File: config.mk
export PLATFORM = sky130hd
export DESIGN_NAME = cfcc_counters
export DESIGN_NICKNAME = d
export VERILOG_FILES = /design/src/core/cfcc_pkg.sv /design/src/core/cfcc_if.sv /design/src/core/cfcc_counters.sv /design/src/core/cfcc_gap_det.sv
export VERILOG_INCLUDE_DIRS = /design/src /design/src/core
export SDC_FILE = /design/constraint.sdc
export NUM_CORES = 1
export LEC_CHECK = 0
export ABC_CLOCK_PERIOD_IN_PS = 1800
export BUFFER_PORTS_ARGS = -buffer_cell sky130_fd_sc_hd__buf_4
export CAP_MARGIN = 20
export CORE_MARGIN = 1.5
export CORE_UTILIZATION = 30
export DETAILED_ROUTE_END_ITERATION = 6
export PLACE_DENSITY = 0.54
export SYNTH_ARGS = -nofsm -noshare
export SYNTH_HDL_FRONTEND = slang
export SYNTH_HIERARCHICAL = 1
export SYNTH_SLANG_ARGS = --single-unit
File: constraint.sdc
create_clock -name clk_sys -period 1.8 [get_ports clk_sys]
set_clock_uncertainty 0.2 [all_clocks]
set_input_delay 0.27 -clock clk_sys [delete_from_list [all_inputs] [get_ports clk_sys]]
set_output_delay 0.27 -clock clk_sys [all_outputs]
set_load 0.05 [all_outputs]
File: src/core/cfcc_params.svh
// Constants for the CAN fault-confinement counter block.
// Assumes inclusion by bare name from core/ files only.
`ifndef CFCC_PARAMS_SVH
`define CFCC_PARAMS_SVH

`define CFCC_TEC_RESET 8'h00
`define CFCC_REC_RESET 8'h00
`define CFCC_WARN_LEVEL 8'h60
`define CFCC_PASSIVE_LEVEL 8'h80
`define CFCC_REC_RELOAD 8'h77
`define CFCC_BUSOFF_DONE 8'h80
`define CFCC_IDLE_BITS 4'hB
`define CFCC_STAT_TX_BIT 0
`define CFCC_STAT_RX_BIT 1
`define CFCC_STAT_RSV_BIT 2
`define CFCC_STAT_PDA_BIT 3
`define CFCC_STAT_EW_BIT 16
`define CFCC_STAT_EP_BIT 17
`define CFCC_STAT_BO_BIT 18

`endif

File: src/core/cfcc_pkg.sv
// Types shared by the fault-confinement counter files.
// Assumes the params header is compiled alongside.
package cfcc_pkg;
    typedef enum logic [1:0] {
        CFCC_ERR_ACTIVE = 2'b00,
        CFCC_ERR_PASSIVE = 2'b01,
        CFCC_BUS_OFF = 2'b10
    } cfcc_state_t;

    typedef logic [7:0] cfcc_count_t;
endpackage
File: src/core/cfcc_if.sv
// Carrier between the top and its idle-gap detector.
// Assumes both ends run on the same clock.
`timescale 1ns/1ps
interface cfcc_if;
    logic bit_tick;
    logic bus_bit;
    logic arm;
    logic gap_pulse;
    modport top (output bit_tick, output bus_bit, output arm, input gap_pulse);
    modport det (input bit_tick, input bus_bit, input arm, output gap_pulse);
endinterface // cfcc_if

File: src/core/cfcc_counters.sv
// Top of the CAN fault-confinement counters and activity status.
// Assumes protocol-engine event strobes are one cycle wide on clk_sys;
// the bus level and bit strobe come from the pin side and are synchronised here.
`timescale 1ns/1ps
`include "cfcc_params.svh"
module cfcc_counters
    import cfcc_pkg::*;
(
    input wire logic clk_sys,
    input wire logic nrst,
    input wire logic init_mode,
    input wire logic auto_bus_on_enable,
    input wire logic power_down_entered,
    input wire logic engine_rx_busy,
    input wire logic engine_tx_busy,
    input wire logic bus_rx_pin,
    input wire logic bit_tick,
    input wire logic tx_err,
    input wire logic tx_err_passive_ack,
    input wire logic tx_ok,
    input wire logic rx_err,
    input wire logic rx_err_severe,
    input wire logic rx_ok,
    output logic [31:0] transmit_error_count_reg,
    output logic [31:0] receive_error_count_reg,
    output logic [31:0] status_reg,
    output logic bus_drive_enable
);
    import cfcc_pkg::*;

    ////////////////////////////////////////////////////////////////////
    // Reset release and pin synchronisers

    logic rst_s1, rst_n;
    logic pin_s1, pin_s2;
    logic tick_s1, tick_s2, tick_s3;
    logic init_q;

    always_ff @(posedge clk_sys or negedge nrst) begin
        if (!nrst) begin
            rst_s1 <= 1'b0;
            rst_n <= 1'b0;
        end else begin
            rst_s1 <= 1'b1;
            rst_n <= rst_s1;
        end
    end

    always_ff @(posedge clk_sys or negedge rst_n) begin
        if (!rst_n) begin
            pin_s1 <= 1'b1;
            pin_s2 <= 1'b1;
            tick_s1 <= 1'b0;
            tick_s2 <= 1'b0;
            tick_s3 <= 1'b0;
            init_q <= 1'b1;
        end else begin
            pin_s1 <= bus_rx_pin;
            pin_s2 <= pin_s1;
            tick_s1 <= bit_tick;
            tick_s2 <= tick_s1;
            tick_s3 <= tick_s2;
            init_q <= init_mode;
        end
    end

    wire tick_rise = tick_s2 & ~tick_s3;
    wire init_leave = init_q & ~init_mode;

    ////////////////////////////////////////////////////////////////////
    // Counter update

    cfcc_state_t state, next_state;
    cfcc_count_t tx_err_count, rx_err_count, next_tec, next_rec;
    logic gap_seen;

    cfcc_if gap_bus ();
    assign gap_bus.bit_tick = tick_rise;
    assign gap_bus.bus_bit = pin_s2;
    assign gap_bus.arm = (state == CFCC_BUS_OFF);
    assign gap_seen = gap_bus.gap_pulse;

    cfcc_gap_det u_gap (
        .clk_sys(clk_sys),
        .rst_n(rst_n),
        .gap(gap_bus.det)
    );

    wire rec_passive = (rx_err_count >= `CFCC_PASSIVE_LEVEL);
    wire [8:0] tec_plus8 = {1'b0, tx_err_count} + 9'h008;
    wire tec_over = tec_plus8[8];
    // Passive ack-error exception leaves TX_ERR_COUNT alone, so it can never cause bus-off
    wire tx_hit = tx_err & ~(tx_err_passive_ack & (state == CFCC_ERR_PASSIVE));
    wire busoff_go = tx_hit & tec_over;
    wire [8:0] rec_plus8 = {1'b0, rx_err_count} + 9'h008;
    wire [7:0] rec_sat8 = rec_plus8[8] ? 8'hFF : rec_plus8[7:0];
    wire recovered = (rx_err_count == `CFCC_BUSOFF_DONE) & auto_bus_on_enable;

    always_comb begin
        next_state = state;
        next_tec = tx_err_count;
        next_rec = rx_err_count;
        if (init_leave) begin
            next_tec = `CFCC_TEC_RESET;
            next_rec = `CFCC_REC_RESET;
            if (state != CFCC_BUS_OFF) begin
                next_state = CFCC_ERR_ACTIVE;
            end
        end else begin
            case (state)
                CFCC_BUS_OFF: begin
                    if (recovered) begin
                        next_state = CFCC_ERR_ACTIVE;
                        next_tec = `CFCC_TEC_RESET;
                        next_rec = `CFCC_REC_RESET;
                    end else if (gap_seen && rx_err_count < `CFCC_BUSOFF_DONE) begin
                        next_rec = rx_err_count + 8'h01;
                    end
                end
                default: begin
                    // Transmit side, fault-confinement increments of 8 and decrement of 1
                    if (busoff_go) begin
                        next_state = CFCC_BUS_OFF;
                        next_tec = tx_err_count; // Undefined in bus-off; held as is
                        next_rec = `CFCC_REC_RESET;
                    end else if (tx_hit) begin
                        next_tec = tec_plus8[7:0];
                    end else if (!tx_err && tx_ok && tx_err_count != 8'h00) begin
                        next_tec = tx_err_count - 8'h01;
                    end
                    if (!busoff_go) begin
                        if (rx_err && !rec_passive) begin
                            next_rec = rx_err_severe ? rec_sat8 : rx_err_count + 8'h01;
                        end else if (rx_ok) begin
                            if (rec_passive) begin
                                next_rec = `CFCC_REC_RELOAD;
                            end else if (rx_err_count != 8'h00) begin
                                next_rec = rx_err_count - 8'h01;
                            end
                        end
                        next_state = (next_tec >= `CFCC_PASSIVE_LEVEL) ?
                            CFCC_ERR_PASSIVE : CFCC_ERR_ACTIVE;
                    end
                end
            endcase
        end
    end

    always_ff @(posedge clk_sys or negedge rst_n) begin
        if (!rst_n) begin
            state <= CFCC_ERR_ACTIVE;
            tx_err_count <= `CFCC_TEC_RESET;
            rx_err_count <= `CFCC_REC_RESET;
        end else begin
            state <= next_state;
            tx_err_count <= next_tec;
            rx_err_count <= next_rec;
        end
    end

    ////////////////////////////////////////////////////////////////////
    // Read-only views; the reserved bit is not writable and reads zero

    wire warn = (state != CFCC_BUS_OFF) &&
        (tx_err_count >= `CFCC_WARN_LEVEL || rx_err_count >= `CFCC_WARN_LEVEL);
    logic [31:0] next_status;

    always_comb begin
        next_status = 32'h0000_0000;
        next_status[`CFCC_STAT_TX_BIT] = engine_tx_busy;
        next_status[`CFCC_STAT_RX_BIT] = engine_rx_busy;
        next_status[`CFCC_STAT_RSV_BIT] = 1'b0;
        next_status[`CFCC_STAT_PDA_BIT] = power_down_entered;
        next_status[`CFCC_STAT_EW_BIT] = warn;
        next_status[`CFCC_STAT_EP_BIT] = (state == CFCC_ERR_PASSIVE);
        next_status[`CFCC_STAT_BO_BIT] = (state == CFCC_BUS_OFF);
    end

    always_ff @(posedge clk_sys or negedge rst_n) begin
        if (!rst_n) begin
            transmit_error_count_reg <= 32'h0000_0000;
            receive_error_count_reg <= 32'h0000_0000;
            status_reg <= 32'h0000_0000;
            bus_drive_enable <= 1'b0;
        end else begin
            transmit_error_count_reg <= {24'h00_0000, tx_err_count};
            receive_error_count_reg <= {24'h00_0000, rx_err_count};
            status_reg <= next_status;
            bus_drive_enable <= (state != CFCC_BUS_OFF);
        end
    end
endmodule // cfcc_counters

File: src/core/cfcc_gap_det.sv
// Detects runs of eleven recessive sampled bits.
// Assumes bit_tick is a one-cycle sample strobe from the bit timing.
`timescale 1ns/1ps
`include "cfcc_params.svh"
module cfcc_gap_det
    import cfcc_pkg::*;
(
    input wire logic clk_sys,
    input wire logic rst_n,
    cfcc_if.det gap
);
    logic [3:0] run;
    logic gap_q;
    wire at_end = (run == (`CFCC_IDLE_BITS - 4'h1));
    wire recessive = gap.bus_bit;

    // Counter restarts after each gap so back-to-back gaps each count
    always_ff @(posedge clk_sys or negedge rst_n) begin
        if (!rst_n) begin
            run <= 4'h0;
            gap_q <= 1'b0;
        end else begin
            gap_q <= 1'b0;
            if (!gap.arm) begin
                run <= 4'h0;
            end else if (gap.bit_tick) begin
                if (!recessive) begin
                    run <= 4'h0;
                end else if (at_end) begin
                    run <= 4'h0;
                    gap_q <= 1'b1;
                end else begin
                    run <= run + 4'h1;
                end
            end
        end
    end

    assign gap.gap_pulse = gap_q;
endmodule // cfcc_gap_det

==> impl_summary.log, run 1 <==
[metrics] overall die area: 12060 µm²
[metrics] remaining routing DRC violations: 0
[metrics] worst path cell trace: inv_2 > ha_4 > or4b_4 > nor3_4 > nor3_2 > o311ai_2 > o221ai_1
[metrics] count of final hold-check violations: 0
[metrics] # clock sinks: 54
[metrics] number of antenna violations at the first check in global routing: 0
[metrics] run status: complete, but fails checks
[metrics] kind of end point of the critical path: flop
[metrics] worst path buffer plus inverter count: 1
[metrics] Inserted Clock Buffers: 5
[metrics] antenna-violating nets left: 0
[metrics] slowest cell on the critical path: sky130_fd_sc_hd__or4b_4
[metrics] via count of the first global-routing pass: 2625
[metrics] final net count: 496
[metrics] combined area of all synthesized cells: 3422 µm²
[metrics] I/O Buffers: 37
[metrics] source-to-sink clock delay at the later pin of the worst-skew pair: 300 ps
[metrics] maximum fanout along the worst path: 4
[metrics] TritonRoute pass-1 iters: 4
[metrics] transition time at the pin with the least slew margin: 513.8 ps
[metrics] iteration-0 DRC count of the detailed router: 96
[metrics] number of pins exceeding their max-slew limit in the final report: 0
[metrics] proportion of netlist area held by the largest area contributor: 37.29%
[metrics] type of origin of the critical path: flop
[metrics] share of the clock period used by the worst path: 115.7%
[metrics] Syn Inst Count: 350
[metrics] GRT overflow: 0
[metrics] final wirelength: 8225 µm
[metrics] Placed Cells: 581
[metrics] area delta synth->final: 36.60%
[metrics] crit-path leading delay family: simple AND/OR/NAND/NOR gates
[metrics] worst slew margin relative to its limit: 65.62%
[metrics] register area share after synthesis: 39.60%
[metrics] largest net degree at the start of global routing: 50
[metrics] failing checks: setup timing
[metrics] initial cell density of the core: 31.16%
[metrics] count of warnings emitted by yosys: 6
[metrics] critical path class: flop to flop
[metrics] maximum clock insertion buffer count: 2
[metrics] number of top-level pins: 112
[metrics] Worst IR Drop VDD: 866.1 µV
[metrics] area of the placeable core: 10980 µm²
[metrics] gr usage total: 14.26%
[metrics] Setup WS post-layout: -282.2 ps
[metrics] first-pass GRT wire length: 13310 µm
[metrics] final std cells w/o fill: 612
[metrics] routed via count divided by cell count: 4.632
[metrics] gpl congestion: 0.8348
[metrics] Die W: 109.8 µm
[metrics] worst min-delay path class: flop to async pin
[metrics] Worst EP required: 1760 ps
[metrics] Finished Cell Area: 4674 µm²
[metrics] post-layout power: 0.006420 W
[metrics] # setup viols final: 18
[metrics] clock period minus worst slack: 2082 ps
[metrics] HPWL after detailed placement: 6019 µm
[metrics] Synth cell types: 71
[metrics] fraction of synthesis flops using an asynchronous set or reset pin: 100.0%
[metrics] maximum clock rate: 0.4803 GHz
[metrics] Post-Route Setup TNS: -3185 ps
[metrics] standard cell area after detailed placement: 4089 µm²
[metrics] number of standard-cell rows in the floorplan: 38
[metrics] height of the die: 109.8 µm
[metrics] number of enable-type register cells in the synthesized netlist: 0
[metrics] RSZ-0062 raised after global routing: yes
[metrics] Leakage Power: 2.183 nW
[metrics] top cell type by total area after synthesis: sky130_fd_sc_hd__dfrtp_1
[metrics] number of storage elements in the synthesis netlist: 54
[metrics] Diodes inserted: 0
[metrics] Avg Synthesized Cell Area: 9.777 µm²
[metrics] worst stage delay on the critical path: 480 ps
[metrics] Crit path arrival time: 2040 ps
[metrics] main area contributors after synthesis: sky130_fd_sc_hd__dfrtp_1 (37%), sky130_fd_sc_hd__buf_4 (17%), sky130_fd_sc_hd__ha_1 (3.7%)
[metrics] Top FF cell, synth: sky130_fd_sc_hd__dfrtp_1
[metrics] number of max-cap violations: 0
[metrics] Clock transition at path regs: 80 ps
[metrics] average detailed-routed wire length per instance: 13.44 µm
[metrics] CTS H-Tree Depth: 2
[metrics] power density over the cells: 1373 nW/µm²
[metrics] library cell used as clock root buffer: sky130_fd_sc_hd__clkbuf_16
[metrics] routed via count: 2835
[metrics] Place WS: -380.4 ps
[metrics] share of layout cells above drive strength 1: 38.77%
[metrics] TritonCTS clock tree: done
## metrics by stage
stage	hold slack [ps]	utilization, %
after floorplan	-225.6	-
after global placement	-145.6	37.23
after detailed placement	-142.6	37.23
after CTS	87.39	41.25
after global routing	104.7	42.56
final	67.61	42.56
## cell type report
cell class,count,area [µm²]
clock buffers,6,138.9
clock inverters,2,38.79
fillers,1068,6309
inverters,15,56.30
multi-input cells,270,1883
flip-flops and latches,54,1356
well taps,140,175.2
repair buffers,125,1026
## power by group
part	switching (W)	internal (W)	total, W
logic	0.00213	0.00140	0.00353
registers	0.000181	0.00154	0.00172
clock network	0.000470	0.000701	0.00117
total	0.00278	0.00364	0.00642
## logic make-up (layout without fill, tap and decap cells)
kind of cell               after synthesis  in the layout  share of synthesized area (%)
AOI/OAI and AO/OA                       83             83                          18.32
xor gates and xnor gates                 4              4                          1.024
adders and majority gates               10             10                          3.656
buffers and inverters                   99            148                          19.89
DFF                                     54             54                          39.60
muxes                                    1              1                         0.2925
other                                    2             75                         0.2195
and+or+nand+nor                         97             97                          17.00
## synth_stat cells (4+ instances only)
| cell type | count |
|---|---|
| sky130_fd_sc_hd__a21oi_1 | 9 |
| sky130_fd_sc_hd__buf_4 | 76 |
| sky130_fd_sc_hd__dfrtp_1 | 51 |
| sky130_fd_sc_hd__ha_1 | 10 |
| sky130_fd_sc_hd__inv_1 | 15 |
| sky130_fd_sc_hd__nand2_1 | 26 |
| sky130_fd_sc_hd__nand2b_1 | 6 |
| sky130_fd_sc_hd__nand3_1 | 12 |
| sky130_fd_sc_hd__nor2_1 | 11 |
| sky130_fd_sc_hd__nor2b_1 | 5 |
| sky130_fd_sc_hd__nor3_1 | 5 |
| sky130_fd_sc_hd__o21ai_0 | 18 |
| sky130_fd_sc_hd__o21ai_1 | 6 |
| sky130_fd_sc_hd__o2bb2ai_1 | 4 |
| sky130_fd_sc_hd__o31ai_1 | 7 |
## what timing repair did
action                                  in CTS  in global routing
gates resized for setup                     33                 18
buffers inserted                             7                 11
endpoints found under the hold margin       11                  0
pin swaps                                   37                 19
hold buffers                                 8                  0
endpoints found under the setup margin      18                 19
## worst paths after layout
path | endpoint | slack, ps | cells after the start | start
max | rx_err_count[2] | -280 | 7 | rx_err_count[0]
min | transmit_error_count_reg[0] | 70 | 1 | rst_n
max reg2reg | rx_err_count[2] | -280 | 7 | rx_err_count[0]
min reg2reg | transmit_error_count_reg[0] | 70 | 1 | rst_n
max in group asynchronous | status_reg[3] | 800 | 1 | rst_n
min in group clk_sys | tick_s2 | 160 | 0 | tick_s1
## routing by layer
layer / global-route usage (%) / routed length, µm / vias up
li1: - / - / 1341
met4: 3.154 / 64 / 0
met5: 0 / 0 / -
met1: 17.87 / 3444 / 1376
met2: 25.24 / 4179 / 112
met3: 2.727 / 537 / 6
## layout by cell type (no fill, tap or decap), types with 4 or more instances in the layout
master,netlist,routed
sky130_fd_sc_hd__o21ai_1,6,13
sky130_fd_sc_hd__dlygate4sd3_1,0,8
sky130_fd_sc_hd__conb_1,2,75
sky130_fd_sc_hd__inv_2,0,4
sky130_fd_sc_hd__nand2_1,26,25
sky130_fd_sc_hd__a21oi_1,9,6
sky130_fd_sc_hd__buf_6,2,8
sky130_fd_sc_hd__o21ai_2,2,5
sky130_fd_sc_hd__dfrtp_1,51,50
sky130_fd_sc_hd__ha_1,10,7
sky130_fd_sc_hd__nor2_1,11,10
sky130_fd_sc_hd__nand2b_1,6,6
sky130_fd_sc_hd__nand3_1,12,10
sky130_fd_sc_hd__buf_4,76,106
sky130_fd_sc_hd__inv_1,15,11
sky130_fd_sc_hd__nor2b_1,5,5
sky130_fd_sc_hd__clkbuf_16,0,5
sky130_fd_sc_hd__o21ai_0,18,8
(Power assumes the default switching activity.)
==> inputs of run 2 (changes only) <==
--- a/config.mk
+++ b/config.mk
@@ -9,6 +9,7 @@
 export ABC_CLOCK_PERIOD_IN_PS = 1800
 export BUFFER_PORTS_ARGS = -buffer_cell sky130_fd_sc_hd__buf_4
 export CAP_MARGIN = 20
+export CORE_ASPECT_RATIO = 1.5
 export CORE_MARGIN = 1.5
 export CORE_UTILIZATION = 30
 export DETAILED_ROUTE_END_ITERATION = 6
==> run 2 against run 1 <==
Register-to-register slack got worse by 50 ps. Utilization decreased by 0.43 points. The run still ends with setup timing left. Power is 2.7% lower. Sequential power grew 2%. First-iteration DRC count increased by 22%. Largest power group unchanged.
==> impl_summary.log, run 2 (synthesis gave the netlist of run 1 again) <==
[metrics] Cell Int Power: 0.003482 W (was 0.003639 W)
[metrics] Die W: 90.21 µm (was 109.8 µm)
[metrics] Crit path depth: 8 (was 7)
[metrics] worst stage delay on the critical path: 490 ps (was 480 ps)
[metrics] Post-Route Setup TNS: -3776 ps (was -3185 ps)
[metrics] slowest cell on the critical path: sky130_fd_sc_hd__or4b_4 (unchanged)
[metrics] Inserted Clock Buffers: 5 (unchanged)
[metrics] R2R Path Start: rx_err_count[1] (was rx_err_count[0])
[metrics] initial cell density of the core: 30.95% (was 31.16%)
[metrics] worst min-delay path class: flop to async pin (unchanged)
[metrics] via count of the first global-routing pass: 2716 (was 2625)
[metrics] Clock transition at path regs: 70 ps (was 80 ps)
[metrics] final net count: 500 (was 496)
[metrics] worst path buffer plus inverter count: 2 (was 1)
[metrics] GRT overflow: 0 (unchanged)
[metrics] height of the die: 133.8 µm (was 109.8 µm)
[metrics] number of antenna violations at the first check in global routing: 0 (unchanged)
[metrics] number of pins exceeding their max-slew limit in the final report: 0 (unchanged)
[metrics] number of max-cap violations: 0 (unchanged)
[metrics] CTS H-Tree Depth: 2 (unchanged)
[metrics] part of the total power dissipated in the clock network: 15.3% (was 18.2%)
[metrics] gpl congestion: 0.8157 (was 0.8348)
[metrics] routed via count: 2838 (was 2835)
[metrics] worst path cell trace: inv_2 > ha_4 > or4b_4 > nor3_4 > buf_4 > o22ai_2 > o21ai_1 > o2bb2ai_1 (was inv_2 > ha_4 > or4b_4 > nor3_4 > nor3_2 > o311ai_2 > o221ai_1)
[metrics] maximum fanout along the worst path: 4 (unchanged)
[metrics] maximum clock rate: 0.4695 GHz (was 0.4803 GHz)
[metrics] type of origin of the critical path: flop (unchanged)
[metrics] Crit path arrival time: 2150 ps (was 2040 ps)
[metrics] number of cells traversed by the worst register-to-register path: 8 (was 7)
[metrics] area of the placeable core: 11060 µm² (was 10980 µm²)
[metrics] net switching share of the total power: 44.29% (was 43.32%)
[metrics] run status: complete, but fails checks (unchanged)
[metrics] first-pass GRT wire length: 13100 µm (was 13310 µm)
[metrics] CP Launch Point: rx_err_count[1] (was rx_err_count[0])
[metrics] antenna-violating nets left: 0 (unchanged)
[metrics] iteration-0 DRC count of the detailed router: 117 (was 96)
[metrics] library cell used as clock root buffer: sky130_fd_sc_hd__clkbuf_16 (unchanged)
[metrics] Worst IR Drop VDD: 440.1 µV (was 866.1 µV)
[metrics] utilization of the core after routing: 42.13% (was 42.56%)
[metrics] Leakage Power: 2.169 nW (was 2.183 nW)
[metrics] reg-to-reg endpoint: rx_err_count[0] (was rx_err_count[2])
[metrics] number of top-level pins: 112 (unchanged)
[metrics] TritonCTS clock tree: done (unchanged)
[metrics] kind of end point of the critical path: flop (unchanged)
[metrics] maximum clock insertion buffer count: 2 (unchanged)
[metrics] failing checks: setup timing (unchanged)
[metrics] Net Switching: 0.002768 W (was 0.002781 W)
[metrics] remaining routing DRC violations: 0 (unchanged)
[metrics] gr usage total: 13.56% (was 14.26%)
[metrics] RSZ-0062 raised after global routing: yes (unchanged)
[metrics] setup slack of the worst register-to-register path: -330 ps (was -280 ps)
[metrics] highest-count cells in the layout ignoring fill and taps: sky130_fd_sc_hd__buf_4 (113), sky130_fd_sc_hd__conb_1 (75), sky130_fd_sc_hd__dfrtp_1 (49), sky130_fd_sc_hd__nand2_1 (24), sky130_fd_sc_hd__nand3_1 (11) (was sky130_fd_sc_hd__buf_4 (106), sky130_fd_sc_hd__conb_1 (75), sky130_fd_sc_hd__dfrtp_1 (50), sky130_fd_sc_hd__nand2_1 (25), sky130_fd_sc_hd__o21ai_1 (13))
[metrics] clock period minus worst slack: 2130 ps (was 2082 ps)
[metrics] overall die area: 12070 µm² (was 12060 µm²)
[metrics] largest net degree at the start of global routing: 29 (was 50)
[metrics] Worst EP required: 1820 ps (was 1760 ps)
[metrics] minimum hold slack: 15.13 ps (was 67.61 ps)
[metrics] source-to-sink clock delay at the later pin of the worst-skew pair: 290 ps (was 300 ps)
[metrics] HPWL after detailed placement: 6123 µm (was 6019 µm)
[metrics] Diodes inserted: 0 (unchanged)
[metrics] # setup viols final: 18 (unchanged)
[metrics] CP Capture Point: rx_err_count[0] (was rx_err_count[2])
[metrics] TritonRoute pass-1 iters: 4 (unchanged)
[metrics] area delta synth->final: 36.12% (was 36.60%)
[metrics] post-layout power: 0.006249 W (was 0.006420 W)
[metrics] critical path class: flop to flop (unchanged)
[metrics] commonest non-fill, non-tap cell in the layout: sky130_fd_sc_hd__buf_4 (unchanged)
[metrics] Place WS: -388.9 ps (was -380.4 ps)
[metrics] average detailed-routed wire length per instance: 13.25 µm (was 13.44 µm)
[metrics] share of layout cells above drive strength 1: 39.92% (was 38.77%)
[metrics] power density over the cells: 1342 nW/µm² (was 1373 nW/µm²)
[metrics] # clock sinks: 54 (unchanged)
[metrics] share of the clock period used by the worst path: 118.3% (was 115.7%)
[metrics] final wirelength: 8255 µm (was 8225 µm)
[metrics] number of standard-cell rows in the floorplan: 47 (was 38)
[metrics] count of final hold-check violations: 0 (unchanged)
[metrics] share of total power in sequential cells: 28.1% (was 26.8%)
[metrics] I/O Buffers: 37 (unchanged)
[metrics] routed via count divided by cell count: 4.555 (was 4.632)
[metrics] Comb pwr share: 56.6% (was 55.0%)
[metrics] Setup WS post-layout: -330.1 ps (was -282.2 ps)
[metrics] crit-path leading delay family: simple AND/OR/NAND/NOR gates (unchanged)
==> run 2: cell types whose count changed in the layout (fill, tap and decap cells not counted), sizes merged <==
cell and delta:
dlygate4sd3 -1, bufinv -1, clkinv +1, buf +5
==> run 2: power groups by stage <==
| stage | clock [W] | sequential (W) | combinational, W |
|---|---|---|---|
| floorplan | 0 | 0.00242 | 0.00148 |
| global placement | 0 | 0.00177 | 0.00311 |
| detailed placement | 0 | 0.00178 | 0.00314 |
| CTS | 0.000983 | 0.00177 | 0.00335 |
| global route | 0.00103 | 0.00180 | 0.00377 |
| finish | 0.000955 | 0.00176 | 0.00354 |
==> run 2: repair_timing <==
action | in CTS | in global routing
resized for setup | 28 | 25
setup buffers | 11 | 9
pin swaps | 31 | 13
hold buffers | 7 | 0
setup endpoints to repair | 17 | 18
endpoints found under the hold margin | 8 | 0
==> run 2: stage by stage <==
step / std cells / instance area [µm²]
CTS: 617 / 4508
finish: 623 / 4658
detailed placement: 591 / 4108
global placement: 591 / 4108
floorplan: 423 / 3735
global route: 623 / 4658
==> run 2: metal layers <==
metal	vias up	routed length, µm	track usage, %
met1	1336	3159	14.69
met5	-	0	0
met2	142	4403	25.42
met4	0	195	6.173
met3	16	496	2.381
li1	1344	-	-
==> run 2: area by class of cell <==
class | instances | area (µm²)
repair buffers | 129 | 1037
fillers | 1080 | 6397
multi-input cells | 270 | 1881
well taps | 147 | 183.9
clock buffers | 6 | 128.9
inverters | 15 | 56.30
clock inverters | 2 | 13.76
flip-flops and latches | 54 | 1358
==> run 2: worst min path at each step <==
stage           from      endpoint  cells after the start
6_report       rst_n  u_gap/run[3]                      0
5_1_grt        rst_n       tick_s3                      0
4_1_cts        rst_n  u_gap/run[2]                      0
3_5_place_dp    nrst        rst_s1                      1
3_3_place_gp    nrst        rst_s1                      1
2_1_floorplan   nrst         rst_n                      0
==> inputs of run 3 (changes only) <==
--- a/config.mk
+++ b/config.mk
@@ -10,7 +10,6 @@
 export BUFFER_PORTS_ARGS = -buffer_cell sky130_fd_sc_hd__buf_4
 export CAP_MARGIN = 20
 export CORE_ASPECT_RATIO = 1.5
-export CORE_MARGIN = 1.5
 export CORE_UTILIZATION = 30
 export DETAILED_ROUTE_END_ITERATION = 6
 export PLACE_DENSITY = 0.54
==> run 3 against run 2 <==
The run still ends with setup timing left. Utilization is 1.7 points lower. Non-clock buffer count is 22 lower. Combinational power is 6.2% lower. Via count is 1.5% lower. Global-route usage is 0.75 points higher. Fmax hardly changed. Sequential power hardly changed. Critical path depth is 1 higher. Critical endpoint is now rx_err_count[3]. Largest power group unchanged.
==> impl_summary.log, run 3 (synthesis gave the netlist of run 1 again) <==
[metrics] most repeated library cell on the critical path: sky130_fd_sc_hd__a211o_1
[metrics] count of final hold-check violations: 0 (unchanged)
[metrics] met2 WL: 4593 µm (was 4403 µm)
[metrics] Clock transition at path regs: 80 ps (was 70 ps)
[metrics] HPWL after detailed placement: 5936 µm (was 6123 µm)
[metrics] maximum fanout along the worst path: 5 (was 4)
[metrics] Crit path arrival time: 2120 ps (was 2150 ps)
[metrics] remaining routing DRC violations: 0 (unchanged)
[metrics] iteration-0 DRC count of the detailed router: 129 (was 117)
[metrics] share of the clock period used by the worst path: 118.4% (was 118.3%)
[metrics] worst path cell trace: inv_2 > ha_4 > buf_6 > nor4b_4 > buf_4 > a211o_1 > a211o_1 > a31oi_1 > a221o_1 (was inv_2 > ha_4 > or4b_4 > nor3_4 > buf_4 > o22ai_2 > o21ai_1 > o2bb2ai_1)
[metrics] routed via count: 2796 (was 2838)
[metrics] final net count: 478 (was 500)
[metrics] largest net degree at the start of global routing: 53 (was 29)
[metrics] GRT overflow: 0 (unchanged)
[metrics] top layer used by detailed routing: met4 (unchanged)
[metrics] source-to-sink clock delay at the later pin of the worst-skew pair: 300 ps (was 290 ps)
[metrics] clock period minus worst slack: 2132 ps (was 2130 ps)
[metrics] Finished Cell Area: 4474 µm² (was 4658 µm²)
[metrics] amount of wire on met3 after detailed routing: 492 µm (was 496 µm)
[metrics] number of max-cap violations: 0 (unchanged)
[metrics] failing checks: setup timing (unchanged)
[metrics] overall die area: 11850 µm² (was 12070 µm²)
[metrics] standard cell area after detailed placement: 4033 µm² (was 4108 µm²)
[metrics] highest-count cells in the layout ignoring fill and taps: sky130_fd_sc_hd__buf_4 (93), sky130_fd_sc_hd__conb_1 (75), sky130_fd_sc_hd__dfrtp_1 (50), sky130_fd_sc_hd__nand2_1 (25) (was sky130_fd_sc_hd__buf_4 (113), sky130_fd_sc_hd__conb_1 (75), sky130_fd_sc_hd__dfrtp_1 (49), sky130_fd_sc_hd__nand2_1 (24), sky130_fd_sc_hd__nand3_1 (11))
[metrics] antenna-violating nets left: 0 (unchanged)
[metrics] area delta synth->final: 30.75% (was 36.12%)
[metrics] slowest cell on the critical path: sky130_fd_sc_hd__dfrtp_1 (was sky130_fd_sc_hd__or4b_4)
[metrics] worst stage delay on the critical path: 390 ps (was 490 ps)
[metrics] kind of end point of the critical path: flop (unchanged)
[metrics] number of top-level pins: 112 (unchanged)
[metrics] TritonRoute pass-1 iters: 4 (unchanged)
[metrics] post-layout power: 0.006210 W (was 0.006249 W)
[metrics] commonest non-fill, non-tap cell in the layout: sky130_fd_sc_hd__buf_4 (unchanged)
[metrics] number of pins exceeding their max-slew limit in the final report: 0 (unchanged)
[metrics] critical path class: flop to flop (unchanged)
[metrics] part of the total power dissipated in the clock network: 18.7% (was 15.3%)
[metrics] height of the die: 132.8 µm (was 133.8 µm)
[metrics] via count of the first global-routing pass: 2703 (was 2716)
[metrics] average detailed-routed wire length per instance: 13.96 µm (was 13.25 µm)
[metrics] power density over the cells: 1388 nW/µm² (was 1342 nW/µm²)
[metrics] Worst EP required: 1790 ps (was 1820 ps)
[metrics] library cell used as clock root buffer: sky130_fd_sc_hd__clkbuf_16 (unchanged)
[metrics] number of standard-cell rows in the floorplan: 47 (unchanged)
[metrics] Comb pwr share: 53.4% (was 56.6%)
[metrics] Leakage Power: 2.081 nW (was 2.169 nW)
[metrics] Inserted Clock Buffers: 5 (unchanged)
[metrics] maximum clock rate: 0.4691 GHz (was 0.4695 GHz)
[metrics] worst path buffer plus inverter count: 3 (was 2)
[metrics] type of origin of the critical path: flop (unchanged)
[metrics] area of the placeable core: 11060 µm² (unchanged)
[metrics] first-pass GRT wire length: 13140 µm (was 13100 µm)
[metrics] TritonCTS clock tree: done (unchanged)
[metrics] final wirelength: 8390 µm (was 8255 µm)
[metrics] run status: complete, but fails checks (unchanged)
[metrics] share of layout cells above drive strength 1: 35.68% (was 39.92%)
[metrics] Net Switching: 0.002725 W (was 0.002768 W)
[metrics] net switching share of the total power: 43.89% (was 44.29%)
[metrics] share of total power in sequential cells: 27.9% (was 28.1%)
[metrics] routed via count divided by cell count: 4.652 (was 4.555)
[metrics] Worst IR Drop VDD: 418.2 µV (was 440.1 µV)
[metrics] number of antenna violations at the first check in global routing: 0 (unchanged)
[metrics] crit-path leading delay family: compound AO/OA/AOI/OAI gates (was simple AND/OR/NAND/NOR gates)
[metrics] initial cell density of the core: 30.95% (unchanged)
[metrics] Cell Int Power: 0.003485 W (was 0.003482 W)
[metrics] worst min-delay path class: flop to async pin (unchanged)
[metrics] Setup WS post-layout: -331.8 ps (was -330.1 ps)
[metrics] maximum clock insertion buffer count: 2 (unchanged)
[metrics] I/O Buffers: 37 (unchanged)
[metrics] # setup viols final: 18 (unchanged)
[metrics] gpl congestion: 0.8483 (was 0.8157)
[metrics] # clock sinks: 54 (unchanged)
[metrics] RSZ-0062 raised after global routing: yes (unchanged)
[metrics] Die W: 89.21 µm (was 90.21 µm)
[metrics] gr usage total: 14.31% (was 13.56%)
[metrics] Diodes inserted: 0 (unchanged)
[metrics] CTS H-Tree Depth: 2 (unchanged)
[metrics] detailed-route wire length on metal 1: 3026 µm (was 3159 µm)
run 3: power groups by stage:
stage / Sequential (W) / Combinational [W] / Clock [W]
5_1_grt: 0.00179 / 0.00355 / 0.00124
4_1_cts: 0.00173 / 0.00319 / 0.00120
2_1_floorplan: 0.00242 / 0.00148 / 0
3_5_place_dp: 0.00175 / 0.00308 / 0
3_3_place_gp: 0.00175 / 0.00306 / 0
6_report: 0.00173 / 0.00332 / 0.00116
run 3: metrics by stage:
step | instances | utilization [%] | hold slack (ps) | TNS, ps | setup WS, ps
2_1_floorplan | 423 | - | -225.6 | -2744 | -320.2
3_3_place_gp | 581 | 36.48 | -147.5 | -3266 | -307.3
3_5_place_dp | 581 | 36.48 | -147.2 | -3581 | -344.7
4_1_cts | 601 | 39.64 | 82.19 | -4143 | -321.2
5_1_grt | 601 | 40.47 | 88.16 | -5828 | -400.9
6_report | 601 | 40.47 | 47.54 | -4365 | -331.8
run 3: timing repair:
action	CTS	global route
setup buffers	5	1
pin swaps	16	18
resized for setup	15	22
hold endpoints to repair	8	0
endpoints found under the setup margin	18	18
hold buffers	7	0
run 3: final cells by class:
| cell class | count | area [µm²] |
|---|---|---|
| clock buffer | 6 | 138.9 |
| clock inverter | 2 | 38.79 |
| fill | 1110 | 6581 |
| inverter | 15 | 56.30 |
| multi-input combinational | 270 | 1836 |
| sequential | 54 | 1356 |
| tap | 147 | 183.9 |
| timing repair buffer | 107 | 864.6 |
run 3: worst paths after layout:
path / start / end / slack (ps) / cells past startpoint
setup / recovery: rx_err_count[1] / rx_err_count[3] / -330 / 9
min in group clk_sys: tick_s1 / tick_s2 / 160 / 0
hold / removal: rst_n / tick_s1 / 50 / 1
hold reg to reg: rst_n / tick_s1 / 50 / 1
max in group asynchronous: rst_n / init_q / 1040 / 1
setup reg to reg: rx_err_count[1] / rx_err_count[3] / -330 / 9
run 3: routing by layer:
layer / GRT usage [%] / vias to the layer above
met3: 1.809 / 23
met2: 25.45 / 145
met1: 16.19 / 1327
met4: 7.319 / 0
li1: - / 1301
met5: 0 / -
